[src/inc/pin_steer_pkg.sv]
// package for the port pin control and function steering block
// assumes an apb slave at 32-bit word addresses, ports a, b, c of 8 pins
package pin_steer_pkg;

  // ==========================================================================
  // register map (byte addresses)
  localparam logic [11:0] STEER_OFFSET      = 12'h000;
  localparam logic [11:0] DIR_A_OFFSET      = 12'h010;
  localparam logic [11:0] DIR_B_OFFSET      = 12'h014;
  localparam logic [11:0] DIR_C_OFFSET      = 12'h018;
  localparam logic [11:0] PIN_A_OFFSET      = 12'h020;
  localparam logic [11:0] PIN_B_OFFSET      = 12'h024;
  localparam logic [11:0] PIN_C_OFFSET      = 12'h028;
  localparam logic [11:0] LAT_A_OFFSET      = 12'h030;
  localparam logic [11:0] LAT_B_OFFSET      = 12'h034;
  localparam logic [11:0] LAT_C_OFFSET      = 12'h038;
  localparam logic [11:0] ANSEL_A_OFFSET    = 12'h040;
  localparam logic [11:0] ANSEL_B_OFFSET    = 12'h044;
  localparam logic [11:0] PERIPH_EN_OFFSET  = 12'h050;

  // ==========================================================================
  // reset values and masks
  localparam logic [7:0] STEER_RESET   = 8'h00;
  localparam logic [7:0] DIR_RESET     = 8'hFF;
  localparam logic [7:0] LAT_RESET     = 8'h00;
  localparam logic [7:0] ANSEL_A_RESET = 8'h3F;
  localparam logic [7:0] ANSEL_B_RESET = 8'h3F;
  localparam logic [7:0] STEER_MASK    = 8'h7F;
  localparam logic [7:0] ANSEL_A_MASK  = 8'h3F;
  localparam logic [7:0] ANSEL_B_MASK  = 8'h3F;
  localparam logic [7:0] PERIPH_MASK   = 8'h1F;

  // ==========================================================================
  // steering bit positions
  localparam int CAPTURE2_SEL_BIT = 0;
  localparam int SLAVE_SEL_BIT    = 1;
  localparam int COMP2_SEL_BIT    = 2;
  localparam int LATCH_NQ_SEL_BIT = 3;
  localparam int PWM2B_SEL_BIT    = 4;
  localparam int TGATE_SEL_BIT    = 5;
  localparam int CAPTURE3_SEL_BIT = 6;

  // peripheral output enable bit positions
  localparam int EN_CAPTURE2 = 0;
  localparam int EN_CAPTURE3 = 1;
  localparam int EN_PWM2B    = 2;
  localparam int EN_LATCH_NQ = 3;
  localparam int EN_COMP2    = 4;

  // one peripheral output: level plus enable
  typedef struct packed {
    logic level;
    logic enable;
  } periph_out_type;

  // all steerable peripheral outputs
  typedef struct packed {
    periph_out_type capture2_pwm_a;
    periph_out_type capture3_pwm_a;
    periph_out_type pwm2_b_out;
    periph_out_type latch_inverted_out;
    periph_out_type comparator2_out;
  } periph_bundle_type;

  // steered inputs towards peripherals
  typedef struct packed {
    logic timer_gate_in;
    logic slave_select_n;
  } periph_in_type;

endpackage

[src/design/port_pin_function_steering.sv]
// port pin control with alternate function steering, apb register slave
// assumes peripherals on core_clk; pins asynchronous, resolved by the bench
//
// Added by the designer: the register offsets and the APB interface to the registers.
`timescale 1ns/100ps
`default_nettype none
module port_pin_function_steering
  import pin_steer_pkg::*;
#(
  parameter int PORT_WIDTH = 8
) (
  input  wire logic              core_clk,
  input  wire logic              resetn,
  // apb slave
  input  wire logic              psel,
  input  wire logic              penable,
  input  wire logic              pwrite,
  input  wire logic [11:0]       paddr,
  input  wire logic [31:0]       pwdata,
  output var  logic [31:0]       prdata,
  output var  logic              pready,
  output var  logic              pslverr,
  // pins, three signals each
  input  wire logic [7:0]        pin_a_in,
  input  wire logic [7:0]        pin_b_in,
  input  wire logic [7:0]        pin_c_in,
  output var  logic [7:0]        pin_a_out,
  output var  logic [7:0]        pin_b_out,
  output var  logic [7:0]        pin_c_out,
  output var  logic [7:0]        pin_a_oe,
  output var  logic [7:0]        pin_b_oe,
  output var  logic [7:0]        pin_c_oe,
  // peripheral side
  input  wire periph_bundle_type periph_out,
  output var  periph_in_type     periph_in
);

  if (PORT_WIDTH != 8) begin : g_bad_width
    $error("port width must be 8");
  end

  // ==========================================================================
  // registers
  logic [7:0] steer_reg;
  logic [7:0] dir_a_reg, dir_b_reg, dir_c_reg;
  logic [7:0] lat_a_reg, lat_b_reg, lat_c_reg;
  logic [7:0] ansel_a_reg, ansel_b_reg;
  logic [7:0] pin_a_sync, pin_b_sync, pin_c_sync;
  logic [7:0] dig_a, dig_b, dig_c;
  logic       wr_en;
  logic       access;

  assign access = psel && penable && pready;
  assign wr_en  = access && pwrite;

  // ==========================================================================
  // steering, reset to defaults
  always_ff @(posedge core_clk) begin
    if (!resetn) begin
      steer_reg <= STEER_RESET;
    end else if (wr_en && paddr == STEER_OFFSET) begin
      steer_reg <= pwdata[7:0] & STEER_MASK;
    end
  end

  // direction registers written only at their own offsets
  always_ff @(posedge core_clk) begin
    if (!resetn) begin
      dir_a_reg <= DIR_RESET;
      dir_b_reg <= DIR_RESET;
      dir_c_reg <= DIR_RESET;
    end else if (wr_en) begin
      // steering writes never land here
      if (paddr == DIR_A_OFFSET) dir_a_reg <= pwdata[7:0];
      if (paddr == DIR_B_OFFSET) dir_b_reg <= pwdata[7:0];
      if (paddr == DIR_C_OFFSET) dir_c_reg <= pwdata[7:0];
    end
  end

  // pin data and latch offsets both write the latch
  always_ff @(posedge core_clk) begin
    if (!resetn) begin
      lat_a_reg <= LAT_RESET;
      lat_b_reg <= LAT_RESET;
      lat_c_reg <= LAT_RESET;
    end else if (wr_en) begin
      if (paddr == LAT_A_OFFSET || paddr == PIN_A_OFFSET) lat_a_reg <= pwdata[7:0];
      if (paddr == LAT_B_OFFSET || paddr == PIN_B_OFFSET) lat_b_reg <= pwdata[7:0];
      if (paddr == LAT_C_OFFSET || paddr == PIN_C_OFFSET) lat_c_reg <= pwdata[7:0];
    end
  end

  always_ff @(posedge core_clk) begin
    if (!resetn) begin
      ansel_a_reg <= ANSEL_A_RESET;
      ansel_b_reg <= ANSEL_B_RESET;
    end else if (wr_en) begin
      if (paddr == ANSEL_A_OFFSET) ansel_a_reg <= pwdata[7:0] & ANSEL_A_MASK;
      if (paddr == ANSEL_B_OFFSET) ansel_b_reg <= pwdata[7:0] & ANSEL_B_MASK;
    end
  end

  // ==========================================================================
  // input path
  pin_sync3 #(.WIDTH(24)) u_sync (
    .core_clk  (core_clk),
    .resetn    (resetn),
    .pin_async ({pin_c_in, pin_b_in, pin_a_in}),
    .pin_sync  ({pin_c_sync, pin_b_sync, pin_a_sync})
  );

  // analog pins gate the digital buffer and read zero
  assign dig_a = pin_a_sync & ~ansel_a_reg;
  assign dig_b = pin_b_sync & ~ansel_b_reg;
  assign dig_c = pin_c_sync;

  // steered inputs; unselected pin keeps only its port role
  always_ff @(posedge core_clk) begin
    if (!resetn) begin
      periph_in <= '{timer_gate_in: 1'b0, slave_select_n: 1'b1};
    end else begin
      periph_in.timer_gate_in  <= steer_reg[TGATE_SEL_BIT] ? dig_c[4] : dig_b[5];
      periph_in.slave_select_n <= steer_reg[SLAVE_SEL_BIT] ? dig_a[0] : dig_a[5];
    end
  end

  // ==========================================================================
  // output path: lowest priority is the port latch
  logic [7:0] ovr_en_a, ovr_en_b, ovr_en_c;
  logic [7:0] ovr_lv_a, ovr_lv_b, ovr_lv_c;
  logic       s_c2, s_c3, s_p2b, s_nq, s_cmp;

  assign s_c2  = steer_reg[CAPTURE2_SEL_BIT];
  assign s_c3  = steer_reg[CAPTURE3_SEL_BIT];
  assign s_p2b = steer_reg[PWM2B_SEL_BIT];
  assign s_nq  = steer_reg[LATCH_NQ_SEL_BIT];
  assign s_cmp = steer_reg[COMP2_SEL_BIT];

  // latch nq outranks comparator output on a shared pin
  always_comb begin
    ovr_en_a = 8'h00;
    ovr_lv_a = 8'h00;
    ovr_en_b = 8'h00;
    ovr_lv_b = 8'h00;
    ovr_en_c = 8'h00;
    ovr_lv_c = 8'h00;
    if (periph_out.comparator2_out.enable) begin
      ovr_en_a[s_cmp ? 0 : 5] = 1'b1;
      ovr_lv_a[s_cmp ? 0 : 5] = periph_out.comparator2_out.level;
    end
    if (periph_out.latch_inverted_out.enable) begin
      ovr_en_a[s_nq ? 0 : 5] = 1'b1;
      ovr_lv_a[s_nq ? 0 : 5] = periph_out.latch_inverted_out.level;
    end
    if (periph_out.capture2_pwm_a.enable) begin
      if (s_c2) begin
        ovr_en_b[3] = 1'b1;
        ovr_lv_b[3] = periph_out.capture2_pwm_a.level;
      end else begin
        ovr_en_c[1] = 1'b1;
        ovr_lv_c[1] = periph_out.capture2_pwm_a.level;
      end
    end
    if (periph_out.pwm2_b_out.enable) begin
      if (s_p2b) begin
        ovr_en_b[5] = 1'b1;
        ovr_lv_b[5] = periph_out.pwm2_b_out.level;
      end else begin
        ovr_en_c[0] = 1'b1;
        ovr_lv_c[0] = periph_out.pwm2_b_out.level;
      end
    end
    if (periph_out.capture3_pwm_a.enable) begin
      if (s_c3) begin
        ovr_en_b[5] = 1'b1;
        ovr_lv_b[5] = periph_out.capture3_pwm_a.level;
      end else begin
        ovr_en_c[6] = 1'b1;
        ovr_lv_c[6] = periph_out.capture3_pwm_a.level;
      end
    end
  end

  // direction still governs the driver; peripheral replaces the latch value
  always_ff @(posedge core_clk) begin
    if (!resetn) begin
      pin_a_oe  <= 8'h00;
      pin_b_oe  <= 8'h00;
      pin_c_oe  <= 8'h00;
      pin_a_out <= 8'h00;
      pin_b_out <= 8'h00;
      pin_c_out <= 8'h00;
    end else begin
      pin_a_oe  <= ~dir_a_reg;
      pin_b_oe  <= ~dir_b_reg;
      pin_c_oe  <= ~dir_c_reg;
      pin_a_out <= (ovr_en_a & ovr_lv_a) | (~ovr_en_a & lat_a_reg);
      pin_b_out <= (ovr_en_b & ovr_lv_b) | (~ovr_en_b & lat_b_reg);
      pin_c_out <= (ovr_en_c & ovr_lv_c) | (~ovr_en_c & lat_c_reg);
    end
  end

  // ==========================================================================
  // apb: one wait state, read data registered
  logic [7:0]  rd_byte;
  logic        rd_hit;

  always_comb begin
    rd_byte = 8'h00;
    rd_hit  = 1'b1;
    case (paddr)
      STEER_OFFSET:     rd_byte = steer_reg & STEER_MASK;
      DIR_A_OFFSET:     rd_byte = dir_a_reg;
      DIR_B_OFFSET:     rd_byte = dir_b_reg;
      DIR_C_OFFSET:     rd_byte = dir_c_reg;
      PIN_A_OFFSET:     rd_byte = dig_a;
      PIN_B_OFFSET:     rd_byte = dig_b;
      PIN_C_OFFSET:     rd_byte = dig_c;
      LAT_A_OFFSET:     rd_byte = lat_a_reg;
      LAT_B_OFFSET:     rd_byte = lat_b_reg;
      LAT_C_OFFSET:     rd_byte = lat_c_reg;
      ANSEL_A_OFFSET:   rd_byte = ansel_a_reg;
      ANSEL_B_OFFSET:   rd_byte = ansel_b_reg;
      PERIPH_EN_OFFSET: rd_byte = {3'b000, periph_out.comparator2_out.enable,
                                   periph_out.latch_inverted_out.enable,
                                   periph_out.pwm2_b_out.enable,
                                   periph_out.capture3_pwm_a.enable,
                                   periph_out.capture2_pwm_a.enable} & PERIPH_MASK;
      default:          rd_hit  = 1'b0;
    endcase
  end

  always_ff @(posedge core_clk) begin
    if (!resetn) begin
      pready  <= 1'b0;
      prdata  <= 32'h0000_0000;
      pslverr <= 1'b0;
    end else begin
      pready  <= psel && penable && !pready;
      prdata  <= (psel && penable && !pready && !pwrite) ? {24'h00_0000, rd_byte} : 32'h0000_0000;
      // unmapped or write to a read-only offset
      pslverr <= psel && penable && !pready
                 && (!rd_hit || (pwrite && paddr == PERIPH_EN_OFFSET));
    end
  end

  // ==========================================================================
  // checks
  a_steer_top_zero: assert property (@(posedge core_clk) disable iff (!resetn)
    steer_reg[7] == 1'b0) else $error("steering top bit set");

  a_steer_keeps_dir: assert property (@(posedge core_clk) disable iff (!resetn)
    wr_en && paddr == STEER_OFFSET |=> $stable(dir_a_reg) && $stable(dir_b_reg)
    && $stable(dir_c_reg)) else $error("steering write changed direction");

  a_pin_write_latch: assert property (@(posedge core_clk) disable iff (!resetn)
    wr_en && paddr == PIN_A_OFFSET |=> lat_a_reg == $past(pwdata[7:0]))
    else $error("pin data write missed the latch");

  a_latch_read_back: assert property (@(posedge core_clk) disable iff (!resetn)
    psel && penable && !pready && !pwrite && paddr == LAT_B_OFFSET
    |=> pready && prdata[7:0] == $past(lat_b_reg))
    else $error("latch read mismatch");

  a_analog_reads_zero: assert property (@(posedge core_clk) disable iff (!resetn)
    psel && penable && !pready && !pwrite && paddr == PIN_A_OFFSET
    |=> (prdata[7:0] & $past(ansel_a_reg)) == 8'h00)
    else $error("analog pin read nonzero");

  a_dir_drives_oe: assert property (@(posedge core_clk) disable iff (!resetn)
    $past(resetn) |-> pin_c_oe == ~$past(dir_c_reg))
    else $error("driver enable not from direction");

  a_cap2_on_b3: assert property (@(posedge core_clk) disable iff (!resetn)
    s_c2 && periph_out.capture2_pwm_a.enable && !ovr_en_c[1] |=>
    pin_b_out[3] == $past(periph_out.capture2_pwm_a.level)
    && pin_c_out[1] == $past(lat_c_reg[1]))
    else $error("capture2 misrouted");

  a_gate_from_c4: assert property (@(posedge core_clk) disable iff (!resetn)
    steer_reg[TGATE_SEL_BIT] |=> periph_in.timer_gate_in == $past(dig_c[4]))
    else $error("timer gate misrouted");

  a_ss_from_a5: assert property (@(posedge core_clk) disable iff (!resetn)
    !steer_reg[SLAVE_SEL_BIT] |=> periph_in.slave_select_n == $past(dig_a[5]))
    else $error("slave select misrouted");

  a_steer_reset: assert property (@(posedge core_clk)
    !resetn |=> steer_reg == 8'h00) else $error("steering not reset");

endmodule // port_pin_function_steering
`default_nettype wire

[src/design/pin_sync3.sv]
// three-stage pin synchroniser with agreement of stages two and three
// assumes pins asynchronous to core_clk
`timescale 1ns/100ps
`default_nettype none
module pin_sync3
  import pin_steer_pkg::*;
#(
  parameter int WIDTH = 8
) (
  input  wire logic             core_clk,
  input  wire logic             resetn,
  input  wire logic [WIDTH-1:0] pin_async,
  output var  logic [WIDTH-1:0] pin_sync
);

  logic [WIDTH-1:0] stage1_reg;
  logic [WIDTH-1:0] stage2_reg;
  logic [WIDTH-1:0] stage3_reg;

  if (WIDTH < 1) begin : g_bad_width
    $error("pin_sync3 width must be positive");
  end

  always_ff @(posedge core_clk) begin
    if (!resetn) begin
      stage1_reg <= '0;
      stage2_reg <= '0;
      stage3_reg <= '0;
    end else begin
      stage1_reg <= pin_async;
      stage2_reg <= stage1_reg;
      stage3_reg <= stage2_reg;
    end
  end

  // a bit changes only once stages two and three agree
  genvar i;
  generate
    for (i = 0; i < WIDTH; i++) begin : g_agree
      always_ff @(posedge core_clk) begin
        if (!resetn) begin
          pin_sync[i] <= 1'b0;
        end else if (stage2_reg[i] == stage3_reg[i]) begin
          pin_sync[i] <= stage3_reg[i];
        end
      end
    end
  endgenerate

endmodule // pin_sync3
`default_nettype wire

[config.mk]
export PLATFORM = sky130hd
export DESIGN_NAME = port_pin_function_steering
export DESIGN_NICKNAME = d
export VERILOG_FILES = /design/src/inc/pin_steer_pkg.sv /design/src/design/port_pin_function_steering.sv /design/src/design/pin_sync3.sv
export SDC_FILE = /design/constraint.sdc
export NUM_CORES = 1
export LEC_CHECK = 0
export ABC_AREA = 1
export BUFFER_PORTS_ARGS = -buffer_cell sky130_fd_sc_hd__buf_2
export CAP_MARGIN = 20
export CORE_ASPECT_RATIO = 1.4
export CORE_MARGIN = 2
export CORE_UTILIZATION = 55
export CTS_CLUSTER_SIZE = 40
export DETAILED_ROUTE_END_ITERATION = 10
export GPL_ROUTABILITY_DRIVEN = 0
export PLACE_DENSITY_LB_ADDON = 0.08
export SKIP_LAST_GASP = 1
export SLEW_MARGIN = 0
export SYNTH_ARGS = -nofsm -noshare
export SYNTH_HDL_FRONTEND = slang
export SYNTH_SLANG_ARGS = --single-unit
[constraint.sdc]
create_clock -name core_clk -period 2 [get_ports core_clk]
set_clock_uncertainty 0.15 [all_clocks]
set_input_delay 0 -clock core_clk [delete_from_list [all_inputs] [get_ports core_clk]]
set_output_delay 0 -clock core_clk [all_outputs]
set_load 0.02 [all_outputs]
==> run metrics <==
outcome finished clean; count of state elements after synthesis 223; r2r endpoint pin_a_out[0]; Critical Path RT 2.29 ns; die area 16600 sq um; total of max-cap violations 0; Final setup viols 0; Mapped Cells 1089; nets 1359; Seq/Total Area, Yosys 52.2%; Slew Viols, Final 0; WHS Path Cells 6; port bufs 118; Initial Util 56.6%; worst r2r src steer_reg[3]; Multi-input gate area 3110 sq um; DRT iter0 DRCs 446; worst vdd ir 0.695 mV; cell family with most CP delay buffers and inverters; Final Hold Fails 0; FF-to-FF path depth 4; maximum clock rate 0.527 GHz; clock root buffer clkbuf_16; Clock Pin Slew Worst Setup and Hold Paths 0.06 ns; total negative slack 0 ns; fillcell total 1224; GR Util All Layers 25.3%; vias per cell 4.93; Post-synth ARST share 0%; worst skew pair latency 0.50 ns; warnings from Yosys 0; # DRC 0; final wirelength 20800 microns; layout overhead on the synthesized area 24.8%; Worst path max stage delay 0.56 ns; CP endpoint kind register; diode count 0; CP max stage cell dlygate4sd3_1; htree depth 1; Post-synth EDFFs 0; first-pass GRT wire length 32900 microns; crit share post-route 94.9%; layout cell share with drive strength beyond 1 16.2%; top post-synthesis cells by area dfxtp_1 (52%), nand2_1 (9.7%), inv_1 (7.1%); die height 152 microns; Arr. time, crit path 2.19 ns; DR pass1 iterations 5; Synth area leader dfxtp_1; cells along the critical path nand3_1 > dlygate4sd3_1 > a31oi_1 > dlygate4sd3_1; Setup WS pre-CTS 0.357 ns; Routed wire per std cell 14.0 microns; CP startpoint steer_reg[3]; Cell Pwr Density 870 nW/um^2; Detail Placement HPWL 13900 microns; postcts setup bufs 0; leakage 5.48 nW; Crit Path Category reg2reg; initial antenna violation count 0; Die X 109 microns; IO Pins 167; vias in the first global route 6747; Worst Hold Endpoint lat_c_reg[2]; cts bufs inserted 22; ANT nets after route 0; CP dominant cell by count dlygate4sd3_1; register area 4470 sq um; mean post-synth cell area 7.86 sq um; top cells by count, synth dfxtp_1 (223), nand2_1 (222), inv_1 (163); CTS max path bufs 3; beginning of the worst hold path paddr[7]; worst reg-to-reg setup slack 0.10 ns; Worst Hold Class in2reg; fin crit period 1.90 ns; row cnt 53; CTS tree yes; most numerous cell in the Yosys netlist dfxtp_1; Bufs and invs on worst path 2; clk sinks 223; crit-path max FO 4; post-synth cell types 30; via count 7310; ys flop type dfxtp_1; RSZ-0062 raised after global routing false; core area 15100 sq um; largest net degree at the start of global routing 56; grt total ovfl 0; worst setup margin 0.101 ns; Synth top area share 52.2%; startpoint types register; mapped cell area 8560 sq um
[worst register-to-register path, stage by stage, from the launching register on]
cell and delay (ns):
dfxtp_2 0.36, nand3_1 0.08, dlygate4sd3_1 0.55, a31oi_1 0.14
dlygate4sd3_1 0.56
[final cells by class]
class	count	area share, %
inverter	168	5.91
sequential	223	41.8
clock buffer	33	6.02
tap	192	2.25
clock inverter	5	0.961
multi-input combinational	650	29.2
timing repair buffer	211	13.9
[power by group]
part / total, mW / switching (mW) / internal [mW]
logic: 0.495 / 0.296 / 0.199
registers: 4.53 / 0.0262 / 4.51
clock network: 4.26 / 1.66 / 2.60
total: 9.29 / 1.98 / 7.31
[worst max path at each step]
stage | depth (start not counted) | slack (ns) | to
after floorplan | 6 | 0.40 | lat_a_reg[5]
after global placement | 9 | 0.39 | ansel_a_reg[3]
after detailed placement | 5 | 0.36 | lat_a_reg[6]
after CTS | 4 | 0.04 | pin_a_out[0]
after global routing | 4 | 0.02 | pin_a_out[0]
final | 4 | 0.10 | pin_a_out[0]
[stage by stage]
step	cell area [sq um]	power, mW	instances	hold slack, ns	utilization (%)
after floorplan	8640	4.90	1112	-0.0524	-
after global placement	9160	5.00	1367	0.0304	60.6
after detailed placement	9160	5.01	1367	0.0333	60.6
after CTS	10700	9.34	1483	0.00285	70.7
after global routing	10700	9.61	1482	0.0377	70.6
final	10700	9.29	1482	0.0218	70.6
[timing repair]
item	in CTS	in global routing
hold buffers	78	0
hold endpoints to repair	201	0
resized for setup	0	1
endpoints found under the setup margin	0	2
[per-layer routing]
metal	global-route usage (%)	wire [microns]	share of wire, %	up-vias
met5	0	0	0	-
met2	42.3	10200	49	266
met1	31.9	8510	41	3266
li1	-	-	-	3726
met3	3.59	1250	6.0	52
met4	12.2	798	3.8	0
[placed cells by master (no fill, tap or decap), types with 7 or more instances in the layout]
cell type      instances
o211ai_1              27
nand2_1              222
nand3_1               94
inv_1                163
nor2_1               114
a21oi_1               61
nor2_4                 7
o21ai_0               58
buf_4                 17
clkbuf_16             23
dlygate4sd3_1         77
dfxtp_1              222
buf_2                117
conb_1                24
clkbuf_1               7
o211ai_2               9
[cell families (layout without fill, tap and decap cells)]
family	count (synthesis)	in the layout	synth area share [%]
simple gates	464	464	24.2
flops	223	223	52.2
buf+inv	239	417	12.5
compound gates	162	162	11.1
other cells	1	24	0.0438
(Power assumes the default switching activity.)
